<file path="src/hdl/clv_servo_pkg.sv">
package clv_servo_pkg;
    localparam logic [3:0] ADDR_DATA_CTRL = 4'h9;
    localparam logic [3:0] ADDR_SYNC_ATTEN = 4'hA;
    localparam logic [3:0] ADDR_SERVO_CTRL = 4'hD;
    localparam logic [3:0] ADDR_SPINDLE_MODE = 4'hE;
    localparam logic [3:0] ADDR_DOUBLE_SPEED = 4'hF;
    localparam int BIT_PHASE_REF_SEL = 1;
    localparam int BIT_ATTEN_EN = 0;
    localparam int BIT_GAIN = 0;
    localparam int BIT_PEAK_RATE = 1;
    localparam int BIT_BOTTOM_RATE = 2;
    localparam int BIT_DOUBLE = 0;
    localparam int BIT_LOCK_CNT_SEL = 2;
    localparam logic [3:0] CMD_RESET = 4'h0;
    localparam int RUN_W = 8;
    localparam logic [7:0] SYNC_SHORT_T = 8'h15;
    localparam logic [7:0] SYNC_NOMINAL_T = 8'h16;
    localparam logic [7:0] SYNC_LONG_T = 8'h17;
    localparam logic [7:0] SENSE_WIDTH_T = 8'h40;
    localparam int HW_W = 10;
    localparam logic [9:0] VEL_OFFSET_T = 10'h116;
    localparam int VEL_SCALE_SHIFT = 5;
    localparam int VEL_W = 16;
    localparam logic [3:0] GFS_LOW_SAMPLES = 4'h8;
    localparam logic [7:0] LOCK_FRAMES = 8'h7F;
    localparam logic [7:0] LOCK_FRAMES_DBL = 8'hFE;
    localparam int DIV_W = 5;
    localparam logic [4:0] DIV4_M1 = 5'h03;
    localparam logic [4:0] DIV2_M1 = 5'h01;
    localparam logic [4:0] DIV32_M1 = 5'h1F;
    localparam logic [4:0] DIV16_M1 = 5'h0F;
    typedef enum logic [3:0] {
        MODE_STOP = 4'b0000,
        MODE_KICK = 4'b1000,
        MODE_BRAKE = 4'b1010,
        MODE_SPEED = 4'b1110,
        MODE_PHASE = 4'b1111,
        MODE_AUTO = 4'b0110,
        MODE_ALT_AUTO = 4'b0101
    } mode_t;
endpackage

</file>
<file path="src/hdl/spindle_clv_servo_control.sv">
// Functional notes
// kick: phase drive high, velocity floats, filter low, motor on.
// brake: phase drive low, velocity floats, filter low, motor on.
// speed: max sync width <=21T low, 22T float, >=23T high.
// speed: gain bit low attenuates phase drive by 12 dB.
// speed: velocity floats, filter low, motor on.
// peak-hold clock is read frame clock /4, or /2 when rate bit set.
// bottom-hold clock is read frame clock /32, or /16 when bit set.
// phase: compare efm/4 with read base, or read base with write base.
// phase: filter select floats, motor on.
// phase: velocity high (high time - 278T)*32 from frame clock fall.
// auto: sample sync good every 16 frames; 8 lows select speed.
// auto: control register rates and gain apply per sub-mode.
// auto, locked: filter floats, velocity as in phase mode.
// auto, unlocked: filter low, velocity floats.
// mode command at address 1110 selects the spindle mode.
// stop: phase low, velocity floats, filter low, motor off.
// lock held 127 frames after sync good falls; code holds 254 at double speed with lock count select low.
// alternate auto: as auto at 0 dB, else guarded by sync good.
// each mode has its own code; stop after reset.
`timescale 1ns/1ps
`default_nettype none
module spindle_clv_servo_control (
    input wire logic CLK,
    input wire logic RSTN,
    input wire logic MCK,
    input wire logic MDT,
    input wire logic MLT_N,
    input wire logic EFM_NRZ,
    input wire logic RECOVERED_BIT_CLOCK,
    input wire logic READ_FRAME_CLOCK,
    input wire logic CRYSTAL_FRAME_CLOCK,
    input wire logic EFM_FRAME_CLOCK,
    input wire logic WRITE_BASE_FRAME_CLOCK,
    input wire logic WRITE_FRAME_CLOCK,
    input wire logic FRAME_SYNC_GOOD,
    input wire logic AUDIO_MUTE,
    output logic SPINDLE_PHASE_DRIVE_O,
    output logic SPINDLE_PHASE_DRIVE_OE,
    output logic SPINDLE_VELOCITY_DRIVE_O,
    output logic SPINDLE_VELOCITY_DRIVE_OE,
    output logic SPINDLE_FILTER_SELECT_O,
    output logic SPINDLE_FILTER_SELECT_OE,
    output logic SPINDLE_MOTOR_ON,
    output logic SERVO_STATE_SENSE_N_O,
    output logic SERVO_STATE_SENSE_N_OE,
    output logic LOCK_STATUS
);
    import clv_servo_pkg::*;

    localparam int NDIV = 5;
    logic [NDIV-1:0] div_src, div_tick;
    logic [DIV_W-1:0] div_m1 [NDIV];
    logic peak_tick, bottom_tick, efm_base_tick, read_base_tick, gfs_tick;

    // command registers
    logic mck_reg, mlt_reg, mck_next, mlt_next;
    logic [7:0] shift_reg, shift_next;
    logic [3:0] addr_reg, addr_next;
    logic [3:0] data_ctrl_reg, data_ctrl_next, sync_att_reg, sync_att_next;
    logic [3:0] servo_ctrl_reg, servo_ctrl_next, dbl_reg, dbl_next;
    mode_t mode_reg, mode_next;
    logic cmd_latch;

    // measurement and loop state
    logic bit_reg, bit_next, efm_reg, efm_next, write_frame_clock_reg, write_frame_clock_next;
    logic write_base_frame_clock_reg, write_base_frame_clock_next;
    logic bit_rise, efm_edge, write_frame_clock_rise, write_frame_clock_fall;
    logic [RUN_W-1:0] run_reg, run_next, max_reg, max_next;
    logic [RUN_W-1:0] held_reg, held_next;
    logic [1:0] att_reg, att_next;
    logic [HW_W-1:0] hw_reg, hw_next;
    logic [VEL_W-1:0] vel_reg, vel_next;
    logic up_reg, up_next, dn_reg, dn_next;
    logic [3:0] low_reg, low_next;
    logic auto_speed_reg, auto_speed_next;
    logic [7:0] lock_reg, lock_next;
    logic lock_now, guard, zero_db;
    logic spd_o, spd_oe, pha_o, pha_oe, pd_o, pd_oe;
    logic vd_o, vd_oe, fs_o, fs_oe, on_o, sn_o, sn_oe;

    assign div_src = {WRITE_FRAME_CLOCK, CRYSTAL_FRAME_CLOCK, EFM_FRAME_CLOCK,
        READ_FRAME_CLOCK, READ_FRAME_CLOCK};
    always_comb begin
        div_m1[0] = servo_ctrl_reg[BIT_PEAK_RATE] ? DIV2_M1 : DIV4_M1;
        div_m1[1] = servo_ctrl_reg[BIT_BOTTOM_RATE] ? DIV16_M1 : DIV32_M1;
        div_m1[2] = DIV4_M1;
        div_m1[3] = DIV4_M1;
        div_m1[4] = DIV16_M1;
    end

    generate
        for (genvar i = 0; i < NDIV; i++) begin : g_div
            clock_edge_divider #(.W(DIV_W)) u_div (
                .clk(CLK),
                .rstn(RSTN),
                .src(div_src[i]),
                .div_m1(div_m1[i]),
                .tick(div_tick[i])
            );
        end
    endgenerate
    assign peak_tick = div_tick[0];
    assign bottom_tick = div_tick[1];
    assign efm_base_tick = div_tick[2];
    assign read_base_tick = div_tick[3];
    assign gfs_tick = div_tick[4];

    // serial command port: shift on clock rise, latch on latch-strobe rise
    always_comb begin
        mck_next = MCK;
        mlt_next = MLT_N;
        shift_next = shift_reg;
        addr_next = addr_reg;
        data_ctrl_next = data_ctrl_reg;
        sync_att_next = sync_att_reg;
        servo_ctrl_next = servo_ctrl_reg;
        dbl_next = dbl_reg;
        mode_next = mode_reg;
        cmd_latch = MLT_N & ~mlt_reg;
        if (MCK && !mck_reg) begin
            shift_next = {shift_reg[6:0], MDT};
        end
        if (cmd_latch) begin
            addr_next = shift_reg[7:4];
            case (shift_reg[7:4])
                ADDR_DATA_CTRL: data_ctrl_next = shift_reg[3:0];
                ADDR_SYNC_ATTEN: sync_att_next = shift_reg[3:0];
                ADDR_SERVO_CTRL: servo_ctrl_next = shift_reg[3:0];
                ADDR_SPINDLE_MODE: mode_next = mode_t'(shift_reg[3:0]);
                ADDR_DOUBLE_SPEED: dbl_next = shift_reg[3:0];
                default: addr_next = shift_reg[7:4];
            endcase
        end
    end

    always_ff @(posedge CLK) begin
        if (!RSTN) begin
            mck_reg <= 1'b1; // idle high, no false shift after reset
            mlt_reg <= 1'b1;
            shift_reg <= 8'h00;
            addr_reg <= CMD_RESET;
            data_ctrl_reg <= CMD_RESET;
            sync_att_reg <= CMD_RESET;
            servo_ctrl_reg <= CMD_RESET;
            dbl_reg <= CMD_RESET;
            mode_reg <= MODE_STOP;
        end else begin
            mck_reg <= mck_next;
            mlt_reg <= mlt_next;
            shift_reg <= shift_next;
            addr_reg <= addr_next;
            data_ctrl_reg <= data_ctrl_next;
            sync_att_reg <= sync_att_next;
            servo_ctrl_reg <= servo_ctrl_next;
            dbl_reg <= dbl_next;
            mode_reg <= mode_next;
        end
    end

    // measurement, phase detector, auto sequencing, lock
    always_comb begin
        bit_next = RECOVERED_BIT_CLOCK;
        efm_next = EFM_NRZ;
        write_frame_clock_next = WRITE_FRAME_CLOCK;
        write_base_frame_clock_next = WRITE_BASE_FRAME_CLOCK;
        bit_rise = RECOVERED_BIT_CLOCK & ~bit_reg;
        efm_edge = EFM_NRZ ^ efm_reg;
        write_frame_clock_rise = WRITE_FRAME_CLOCK & ~write_frame_clock_reg;
        write_frame_clock_fall = ~WRITE_FRAME_CLOCK & write_frame_clock_reg;
        run_next = run_reg;
        max_next = max_reg;
        held_next = held_reg;
        att_next = att_reg;
        hw_next = hw_reg;
        vel_next = vel_reg;
        if (bit_rise && run_reg != '1) begin
            run_next = run_reg + 1'b1;
        end
        if (efm_edge) begin
            run_next = '0;
            if (run_reg > max_reg) begin
                max_next = run_reg;
            end
        end
        if (bottom_tick) begin
            held_next = max_reg;
            max_next = '0;
        end else if (peak_tick) begin
            held_next = (max_reg > held_reg) ? max_reg : held_reg;
            max_next = '0;
        end
        if (bit_rise) begin
            att_next = att_reg + 1'b1;
        end
        if (write_frame_clock_rise) begin
            hw_next = '0;
        end else if (WRITE_FRAME_CLOCK && bit_rise && hw_reg != '1) begin
            hw_next = hw_reg + 1'b1;
        end
        if (write_frame_clock_fall) begin
            vel_next = (hw_reg > VEL_OFFSET_T) ?
                VEL_W'({6'h00, hw_reg - VEL_OFFSET_T} << VEL_SCALE_SHIFT) : '0;
        end else if (bit_rise && vel_reg != '0) begin
            vel_next = vel_reg - 1'b1;
        end
        // reference leads: accelerate; compared leads: decelerate
        up_next = up_reg | read_base_tick;
        dn_next = dn_reg | (data_ctrl_reg[BIT_PHASE_REF_SEL] ?
            (WRITE_BASE_FRAME_CLOCK & ~write_base_frame_clock_reg) : efm_base_tick);
        if (up_next && dn_next) begin
            up_next = 1'b0;
            dn_next = 1'b0;
        end
        low_next = low_reg;
        auto_speed_next = auto_speed_reg;
        if (gfs_tick) begin
            if (FRAME_SYNC_GOOD) begin
                low_next = '0;
                auto_speed_next = 1'b0;
            end else if (low_reg < GFS_LOW_SAMPLES - 4'h1) begin
                low_next = low_reg + 1'b1;
            end else begin
                low_next = GFS_LOW_SAMPLES;
                auto_speed_next = 1'b1;
            end
        end
        lock_next = lock_reg;
        if (FRAME_SYNC_GOOD) begin
            lock_next = (dbl_reg[BIT_DOUBLE] && !dbl_reg[BIT_LOCK_CNT_SEL]) ?
                LOCK_FRAMES_DBL : LOCK_FRAMES;
        end else if (write_frame_clock_rise && lock_reg != '0) begin
            lock_next = lock_reg - 1'b1;
        end
    end

    always_ff @(posedge CLK) begin
        if (!RSTN) begin
            bit_reg <= 1'b0;
            efm_reg <= 1'b0;
            write_frame_clock_reg <= 1'b0;
            write_base_frame_clock_reg <= 1'b0;
            run_reg <= '0;
            max_reg <= '0;
            held_reg <= '0;
            att_reg <= '0;
            hw_reg <= '0;
            vel_reg <= '0;
            up_reg <= 1'b0;
            dn_reg <= 1'b0;
            low_reg <= '0;
            auto_speed_reg <= 1'b0;
            lock_reg <= '0;
        end else begin
            bit_reg <= bit_next;
            efm_reg <= efm_next;
            write_frame_clock_reg <= write_frame_clock_next;
            write_base_frame_clock_reg <= write_base_frame_clock_next;
            run_reg <= run_next;
            max_reg <= max_next;
            held_reg <= held_next;
            att_reg <= att_next;
            hw_reg <= hw_next;
            vel_reg <= vel_next;
            up_reg <= up_next;
            dn_reg <= dn_next;
            low_reg <= low_next;
            auto_speed_reg <= auto_speed_next;
            lock_reg <= lock_next;
        end
    end

    // output selection
    always_comb begin
        lock_now = FRAME_SYNC_GOOD | (lock_reg != '0);
        zero_db = ~sync_att_reg[BIT_ATTEN_EN] & ~AUDIO_MUTE;
        spd_o = held_reg >= SYNC_LONG_T;
        spd_oe = held_reg != SYNC_NOMINAL_T;
        if (!servo_ctrl_reg[BIT_GAIN] && att_reg != 2'b00) begin
            spd_oe = 1'b0; // quarter duty for -12 dB
        end
        pha_o = up_reg;
        pha_oe = up_reg ^ dn_reg;
        pd_o = 1'b0;
        pd_oe = 1'b1;
        vd_o = 1'b0;
        vd_oe = 1'b0;
        fs_o = 1'b0;
        fs_oe = 1'b1;
        on_o = 1'b1;
        guard = 1'b0;
        case (mode_reg)
            MODE_KICK: pd_o = 1'b1;
            MODE_BRAKE: pd_o = 1'b0;
            MODE_SPEED: begin
                pd_o = spd_o;
                pd_oe = spd_oe;
            end
            MODE_PHASE: begin
                pd_o = pha_o;
                pd_oe = pha_oe;
                fs_oe = 1'b0;
                vd_o = vel_reg != '0;
                vd_oe = 1'b1;
            end
            MODE_AUTO, MODE_ALT_AUTO: begin
                pd_o = auto_speed_reg ? spd_o : pha_o;
                pd_oe = auto_speed_reg ? spd_oe : pha_oe;
                guard = (mode_reg == MODE_AUTO || zero_db) ?
                    lock_now : FRAME_SYNC_GOOD;
                if (guard) begin // unguarded keeps filter low
                    fs_oe = 1'b0;
                    vd_o = vel_reg != '0;
                    vd_oe = 1'b1;
                end
            end
            default: on_o = 1'b0;
        endcase
        sn_o = ~(held_reg >= SENSE_WIDTH_T);
        sn_oe = addr_reg == ADDR_SPINDLE_MODE;
    end

    always_ff @(posedge CLK) begin
        if (!RSTN) begin
            SPINDLE_PHASE_DRIVE_O <= 1'b0;
            SPINDLE_PHASE_DRIVE_OE <= 1'b1;
            SPINDLE_VELOCITY_DRIVE_O <= 1'b0;
            SPINDLE_VELOCITY_DRIVE_OE <= 1'b0;
            SPINDLE_FILTER_SELECT_O <= 1'b0;
            SPINDLE_FILTER_SELECT_OE <= 1'b1;
            SPINDLE_MOTOR_ON <= 1'b0;
            SERVO_STATE_SENSE_N_O <= 1'b1;
            SERVO_STATE_SENSE_N_OE <= 1'b0;
            LOCK_STATUS <= 1'b0;
        end else begin
            SPINDLE_PHASE_DRIVE_O <= pd_o;
            SPINDLE_PHASE_DRIVE_OE <= pd_oe;
            SPINDLE_VELOCITY_DRIVE_O <= vd_o;
            SPINDLE_VELOCITY_DRIVE_OE <= vd_oe;
            SPINDLE_FILTER_SELECT_O <= fs_o;
            SPINDLE_FILTER_SELECT_OE <= fs_oe;
            SPINDLE_MOTOR_ON <= on_o;
            SERVO_STATE_SENSE_N_O <= sn_o;
            SERVO_STATE_SENSE_N_OE <= sn_oe;
            LOCK_STATUS <= lock_now;
        end
    end
endmodule // spindle_clv_servo_control
`default_nettype wire

</file>
<file path="src/hdl/clock_edge_divider.sv">
`timescale 1ns/1ps
`default_nettype none
module clock_edge_divider #(
    parameter int W = 5
) (
    input wire logic clk,
    input wire logic rstn,
    input wire logic src,
    input wire logic [W-1:0] div_m1,
    output logic tick
);
    logic src_reg, src_next;
    logic [W-1:0] cnt_reg, cnt_next;
    logic rise;

    always_comb begin
        rise = src & ~src_reg;
        src_next = src;
        cnt_next = cnt_reg;
        tick = 1'b0;
        if (rise) begin
            if (cnt_reg >= div_m1) begin
                cnt_next = '0;
                tick = 1'b1;
            end else begin
                cnt_next = cnt_reg + 1'b1;
            end
        end
    end

    always_ff @(posedge clk) begin
        if (!rstn) begin
            src_reg <= 1'b0;
            cnt_reg <= '0;
        end else begin
            src_reg <= src_next;
            cnt_reg <= cnt_next;
        end
    end
endmodule // clock_edge_divider
`default_nettype wire

</file>
<file path="config.mk">
export PLATFORM = sky130hd
export DESIGN_NAME = spindle_clv_servo_control
export DESIGN_NICKNAME = d
export VERILOG_FILES = /design/src/hdl/clv_servo_pkg.sv /design/src/hdl/spindle_clv_servo_control.sv /design/src/hdl/clock_edge_divider.sv
export SDC_FILE = /design/constraint.sdc
export NUM_CORES = 1
export LEC_CHECK = 0
export BUFFER_PORTS_ARGS = -buffer_cell sky130_fd_sc_hd__clkbuf_2
export CAP_MARGIN = 20
export CELL_PAD_IN_SITES_DETAIL_PLACEMENT = 0
export CELL_PAD_IN_SITES_GLOBAL_PLACEMENT = 1
export CORE_ASPECT_RATIO = 2
export CORE_MARGIN = 3
export CORE_UTILIZATION = 38
export DETAILED_ROUTE_END_ITERATION = 8
export HOLD_SLACK_MARGIN = 0.12
export PLACE_DENSITY_LB_ADDON = 0.1
export SLEW_MARGIN = 20
export SYNTH_ARGS = -nofsm -noshare
export SYNTH_HDL_FRONTEND = slang
export SYNTH_SLANG_ARGS = --single-unit
export TNS_END_PERCENT = 5
</file>
<file path="constraint.sdc">
create_clock -name CLK -period 5.85 [get_ports CLK]
set_input_delay 0.585 -clock CLK [delete_from_list [all_inputs] [get_ports CLK]]
set_output_delay 0.585 -clock CLK [all_outputs]
set_load 0.1 [all_outputs]
</file>
==> metrics.txt, run 1 <==
hold path depth=2; final net count=818; fin util=0.4395; Avg Inst Size Synth=8.662 um^2; Synth Flop Type=dfxtp_1; CP Launch Type=register; Total GRT Usage=0.1680; router iterations before antenna repair=4; Largest register FFs=25; Die Y=191.5 um; clock-pin slew on the worst setup and hold paths=60 ps; ys async rst share=0; Mapped Area=6540 um^2; CTS root buf=clkbuf_16; die width=98.77 um; crit path launch=held_reg[1]; area growth from synthesis to layout=13.24%; vias in the first global route=5415; data arrival time of the critical path=2630 ps; fin crit share=0.3895; HPWL after DPL=11170 um; Post-CTS Setup Inserts=0; CTS Hold Bufs=0; Synth cell types=73; DP Cell Count=958; clock latency at the later pin of the worst-skew pair=420 ps; CP peak stage delay=840 ps; Worst Setup EP=held_reg[0]; H-tree depth=4; commonest non-fill, non-tap cell in the layout=dfxtp_1; minimum clock period=2278 ps; Setup TNS=0 ps; WL final=15200 um; boundary pin count=24; Required @ worst endpoint=between 6000 and 7000 ps; initial core utilization=0.3881; # resized after CTS=0; largest net degree at the start of global routing=56; Congestion Overflow GR=0; Rel. slew slack=0.3370; clock buffer depth=2; slowest CP cell=a221oi_2; Mapped Nets=803; R2R cell count=7; YS warnings=0; Pins Over Slew Limit=0; CP endpoint kind=register; sequential share of the synthesized area=0.4071; drt via density=5.306; Max-cap violations=0; FF-to-FF setup slack=3570 ps; Reg2Reg Capture Point=held_reg[0]; worst ir drop on vdd=~0.19 mV; Port Buffers=22; CTS tree=yes; Vias=5248; layout cells sized above 1=0.1023; TritonCTS Buffers=17; initial antenna violation count=0; Worst Hold Slack=~380 ps; post-route ant nets=0; starting DRC count in detailed routing=147; total power=between 2 and 3 mW; first-pass GRT wire length=25530 um; Hold/Removal Path Class=input pin to register; fin cells=989; Yosys reg bits=133; DRC violations left=0; worst setup path category=register to register; area leader, netlist=dfxtp_1; DR WL/cell=approximately 15 um; RePlAce Congestion=0.9385; die area=18920 um^2; status=finished, final reports clean; post-synth top area share=0.4071; Worst Clk Skew=11.79 ps; Slew @ Worst Pin=roughly 990 ps; # diodes=0; worst r2r src=held_reg[1]; power per cell area=367.6 nW/um^2; Core Region=approximately 17000 um^2; unrepaired setup endpoints after global routing=false; Syn Inst Count=around 760; number of synthesized flops with an enable pin=0; crit path cell chain=inv_1 -> ha_1 -> nor2b_1 -> o211ai_1 -> a21o_1 -> a221oi_2 -> mux2i_1; Max FO, Critical Path=8; Finish-stage setup viols=0; Core Rows=67; clock sink total=133; commonest non-fill, non-tap cells in the layout=dfxtp_1 (133), nor2_1 (92), nand2_1 (86), a21oi_1 (44), inv_1 (35); Pleak=2.875 nW; Hold Vio Cnt, Final=0; synth top area cells=dfxtp_1 (41%), ha_1 (6.5%), nor2_1 (5.3%); fmax=0.4389 GHz
worst max-delay path, delay by kind of cell, from the launching register on:
family	cells	cell delay, ps
adders and majority gates	1	280
DFF	1	380
AOI/OAI and AO/OA	3	1100
buffers and inverters	1	60
muxes	1	270
and+or+nand+nor	1	130
metrics by stage:
step	area (um^2)	worst slack (ps)
floorplan	6540	3869
finish	7406	3572
CTS	7406	3522
detailed placement	6799	3417
global route	7406	3386
global placement	6799	3458
how the worst min path moves through the flow:
stage / start / endpoint / slack [ps]
3_3_place_gp: held_reg[5] / held_reg[5] / 450
3_5_place_dp: low_reg[3] / low_reg[3] / 460
4_1_cts: MCK / mck_reg / 360
6_report: MCK / mck_reg / 380
5_1_grt: MCK / mck_reg / 390
2_1_floorplan: addr_reg[0] / addr_reg[0] / 430
metal layers:
layer,up-vias,global-route usage,wire [um]
li1,2675,-,-
met1,2470,0.1695,6005
met2,82,0.3202,8410
met3,21,0.03251,393
met4,0,0.08311,389
met5,-,0,0
power breakdown:
part | total [mW] | switching [mW] | internal, mW
combinational | 0.569 | 0.349 | 0.221
sequential | 1.05 | 0.0800 | 0.973
clock | 1.10 | 0.410 | 0.690
total | 2.72 | 0.838 | 1.88
final cells by class:
class | instances | area [um^2]
Fill cell | 1644 | 9444
Timing Repair Buffer | 23 | 117.6
Sequential cell | 133 | 2663
Multi-Input combinational cell | 559 | 3625
Clock buffer | 19 | 452.9
Inverter | 36 | 135.1
Clock inverter | 12 | 153.9
Tap cell | 207 | 259.0
Yosys cell counts (all sizes together) (7+ instances only):
master	n
o21ai	23
or3	7
nor3	17
a211oi	9
nand2b	13
inv	36
mux2i	32
nor4	11
dfxtp	133
clkbuf	22
nand2	86
and2	11
xor2	21
nand3	15
xnor2	23
nor2b	9
o21a	8
ha	34
nor2	93
and3	7
a21oi	45
nand4	22
kinds of logic (layout without fill, tap and decap cells):
kind of cell | Yosys count | in the layout | share of synthesized area
AOI/OAI and AO/OA | 133 | 133 | 0.1406
DFF | 133 | 133 | 0.4071
xor gates and xnor gates | 44 | 44 | 0.05892
other | 1 | 1 | 0.0005734
muxes | 32 | 32 | 0.04898
adders and majority gates | 34 | 34 | 0.06505
buffers and inverters | 63 | 90 | 0.03864
and+or+nand+nor | 315 | 315 | 0.2401
(Power assumes the default switching activity.)
==> run 2: changes to the inputs <==
- clock period: 5.85 -> 2 ns (I/O delays scaled with it)
==> metrics.txt, run 2 (synthesized netlist as in run 1, its figures left out) <==
worst ir drop on vdd=0.5238 mV; initial antenna violation count=0; FF-to-FF setup slack=80 ps; largest net degree at the start of global routing=45; Total GRT Usage=0.1690; Hold Vio Cnt, Final=0; vias in the first global route=5432; Required @ worst endpoint=2290 ps; Die Y=between 150 and 200 um; hold path depth=2; Finish-stage setup viols=0; fin crit share=0.9579; CP Launch Type=register; DRC violations left=0; Core Rows=67; post-route ant nets=0; Core Region=16850 um^2; die width=98.77 um; CP endpoint kind=register; Pleak=3.052 nW; fin util=0.4579; Worst Clk Skew=8.132 ps; RePlAce Congestion=0.8040; power per cell area=1027 nW/um^2; clock-pin slew on the worst setup and hold paths=60 ps; HPWL after DPL=11510 um; # diodes=0; commonest non-fill, non-tap cells in the layout=dfxtp_1 (131), nor2_1 (91), nand2_1 (86), a21oi_1 (43), inv_1 (35); Hold/Removal Path Class=input pin to register; area growth from synthesis to layout=17.96%; status=finished, final reports clean; CTS tree=yes; CTS root buf=clkbuf_16; TritonCTS Buffers=17; H-tree depth=4; die area=around 19000 um^2; worst setup path category=register to register; fmax=~0.52 GHz; DR WL/cell=15.08 um; Max-cap violations=0; initial core utilization=0.3881; clock latency at the later pin of the worst-skew pair=420 ps; HP Start=WRITE_FRAME_CLOCK; commonest non-fill, non-tap cell in the layout=dfxtp_1; final net count=855; Pins Over Slew Limit=0; R2R cell count=5; Reg2Reg Capture Point=SPINDLE_VELOCITY_DRIVE_O; drt via density=5.299; minimum clock period=approximately 1900 ps; layout cells sized above 1=0.1402; Largest register FFs=25; first-pass GRT wire length=25660 um; clock sink total=133; worst r2r src=lock_reg[3]; Rel. slew slack=0.6400; Slew @ Worst Pin=538.8 ps; data arrival time of the critical path=2210 ps; router iterations before antenna repair=4; Post-CTS Setup Inserts=0; WL final=15480 um; unrepaired setup endpoints after global routing=false; Max FO, Critical Path=5; Setup TNS=0 ps; Worst Hold Endpoint=g_div[4].u_div.src_reg; starting DRC count in detailed routing=131; Vias=5442; clock buffer depth=2; Congestion Overflow GR=0; Port Buffers=22; boundary pin count=24
[run 2: power by group]
| group | internal, mW | switching [mW] |
|---|---|---|
| Sequential | 2.85 | 0.227 |
| Clock | 1.84 | 1.25 |
| Combinational | 0.781 | 0.981 |
[run 2: final cells by class]
type / instances / area [um^2]
Timing Repair Buffer: 60 / 437.9
Sequential cell: 133 / 2665
Multi-Input combinational cell: 559 / 3638
Clock buffer: 17 / 425.4
Clock inverter: 15 / 153.9
Tap cell: 207 / 259.0
Fill cell: 1661 / 9135
Inverter: 36 / 135.1
[run 2: stage by stage]
| step | hold WS, ps | power [mW] | cells | worst slack [ps] | area, um^2 |
|---|---|---|---|---|---|
| 2_1_floorplan | 301.5 | 4.360 | 755 | 19.24 | 6540 |
| 3_3_place_gp | 415.8 | 4.814 | 986 | 53.94 | 7022 |
| 3_5_place_dp | 421.3 | 4.851 | 986 | 89.77 | 7022 |
| 4_1_cts | 126.1 | 7.997 | 1027 | 71.94 | 7691 |
| 5_1_grt | 156.2 | 8.353 | 1027 | 0.7723 | 7715 |
| 6_report | 154.1 | 7.925 | 1027 | 84.12 | 7715 |
[run 2: critical path: stages, from the launching register on]
cell	delay (ps)
dfxtp_1	340
or4_4	580
nand3b_1	260
o22a_1	230
o21ai_1	270
nor2_1	110
[run 2: how the worst max path moves through the flow]
stage | from | endpoint | slack (ps)
6_report | lock_reg[3] | SPINDLE_VELOCITY_DRIVE_O | 80
5_1_grt | lock_reg[3] | SPINDLE_VELOCITY_DRIVE_O | 0.8
4_1_cts | held_reg[1] | held_reg[2] | 70
3_5_place_dp | lock_reg[3] | SPINDLE_VELOCITY_DRIVE_O | 90
3_3_place_gp | lock_reg[3] | SPINDLE_VELOCITY_DRIVE_O | 50
2_1_floorplan | held_reg[1] | held_reg[0] | 20
[run 2: layer usage]
| layer | GRT usage | vias up | part of all wire |
|---|---|---|---|
| met5 | 0 | - | 0 |
| met4 | 0.07733 | 0 | 0.028 |
| met3 | 0.03616 | 26 | 0.025 |
| met2 | 0.3251 | 86 | 0.55 |
| met1 | 0.1682 | 2581 | 0.40 |
| li1 | - | 2749 | - |
[run 2: what timing repair did]
action | 4_1_cts | 5_1_grt
endpoints found under the hold margin | 9 | 0
hold buffers | 9 | 0
resized for setup | 0 | 8
setup endpoints to repair | 0 | 15
==> run 3: changes to the inputs <==
- ABC_CLOCK_PERIOD_IN_PS: default -> 1660
- clock period: 2 -> 1.66 ns (I/O delays scaled with it)
==> metrics.txt, run 3 (synthesized netlist as in run 1, its figures left out) <==
status=finished, violations left; failing checks=setup timing; CP endpoint kind=register; # diodes=0; Worst Clk Skew=8.327 ps; commonest non-fill, non-tap cell in the layout=dfxtp_1; worst r2r src=hw_reg[1]; Pins Over Slew Limit=0; area growth from synthesis to layout=33.71%; DRC violations left=0; Total GRT Usage=0.1818; CTS tree=yes; Rel. slew slack=0.6162; worst setup path category=register to register; Max FO, Critical Path=5; FF-to-FF setup slack=-150 ps; fin util=0.5190; power per cell area=1254 nW/um^2; Core Rows=67; commonest non-fill, non-tap cells in the layout=dfxtp_1 (118), buf_4 (104), nor2_1 (91), nand2_1 (84), a21oi_1 (38); Hold/Removal Path Class=input pin to register; DR WL/cell=roughly 15 um; clock latency at the later pin of the worst-skew pair=420 ps; clock sink total=around 130; post-route ant nets=0; Largest register FFs=25; fmax=between 0.5 and 0.6 GHz; drt via density=5.210; Pleak=3.571 nW; largest net degree at the start of global routing=45; worst ir drop on vdd=~0.63 mV; TritonCTS Buffers=17; minimum clock period=around 1800 ps; HPWL after DPL=12170 um; clock-pin slew on the worst setup and hold paths=around 60 ps; WL final=16550 um; Vias=5788; initial core utilization=0.3881; H-tree depth=4; Max-cap violations=0; fin crit share=1.093; boundary pin count=24; Hold Vio Cnt, Final=0; Required @ worst endpoint=1970 ps; layout cells sized above 1=0.2732; Congestion Overflow GR=0; Layout fillers=1596; Finish-stage setup viols=32; initial antenna violation count=0; Slew @ Worst Pin=~580 ps; Core Region=16850 um^2; crit path launch=hw_reg[1]; HP Start=AUDIO_MUTE; Reg2Reg Capture Point=vel_reg[8]; starting DRC count in detailed routing=~150; unrepaired setup endpoints after global routing=true; Final WS setup=-154.8 ps; R2R cell count=6; Worst Setup EP=vel_reg[8]; first-pass GRT wire length=about 28000 um; data arrival time of the critical path=~2100 ps; Port Buffers=22; router iterations before antenna repair=4; final net count=939; CP Launch Type=register; Worst Hold Slack=~190 ps; Die Y=191.5 um; clock buffer depth=2; CTS root buf=clkbuf_16; RePlAce Congestion=0.8369; die area=18920 um^2; vias in the first global route=6115; die width=just under 100 um; pre-CTS WS=-176.2 ps
[run 3: changes by cell type in the layout (fill, tap and decap cells not counted), sizes merged, moves of 2 or more]
cell,delta
clkinvlp,-2
inv,-3
buf,+83
bufinv,+2
clkbuf,+4
[run 3: where the power goes]
part	switching, mW	internal (mW)
combinational	1.53	1.66
clock	1.46	2.64
sequential	0.242	3.44
total	3.23	7.74
[run 3: timing repair]
item / CTS / global route
hold buffers: 10 / 0
gates cloned: 0 / 0
hold endpoints to repair: 12 / 0
setup buffers: 3 / 2
pin swaps: 19 / 16
endpoints found under the setup margin: 47 / 66
gates resized for setup: 37 / 37
[run 3: per-stage QoR]
stage	TNS [ps]	cell area (um^2)	power, mW	instances
after floorplan	-3500	6555	5.271	755
after global placement	-3901	7647	6.498	1064
after detailed placement	-5158	7647	6.527	1064
after CTS	-3445	8558	10.93	1109
after global routing	-6070	8745	11.46	1111
final	-2339	8745	10.97	1111
[run 3: worst min-delay path by stage]
stage	endpoint	slack, ps	cells past startpoint
2_1_floorplan	mck_reg	270	1
3_3_place_gp	mck_reg	380	2
3_5_place_dp	g_div[3].u_div.src_reg	390	2
4_1_cts	SPINDLE_FILTER_SELECT_OE	180	4
5_1_grt	SPINDLE_FILTER_SELECT_OE	210	4
6_report	SPINDLE_FILTER_SELECT_OE	190	4
[run 3: metal layers]
metal,vias up,routed length (um),GRT usage
met4,0,356,0.06418
met3,26,355,0.04164
met2,77,9422,0.3573
met5,-,0,0
li1,2916,-,-
met1,2769,6413,0.1809
[run 3: area by class of cell]
type	count	area, um^2	share of cell area
Clock buffer	21	470.5	0.05380
Clock inverter	11	171.4	0.01960
Inverter	36	135.1	0.01545
Multi-Input combinational cell	559	3915	0.4477
Sequential cell	133	2686	0.3072
Tap cell	207	259.0	0.02962
Timing Repair Buffer	144	1107	0.1266
[run 3: critical path, stage by stage, from the launching register on]
cell      delay [ps]
dfxtp_4          370
ha_4             120
and4b_1          190
or4_4            500
and2_4           190
a221oi_4         270
nor2_1            60
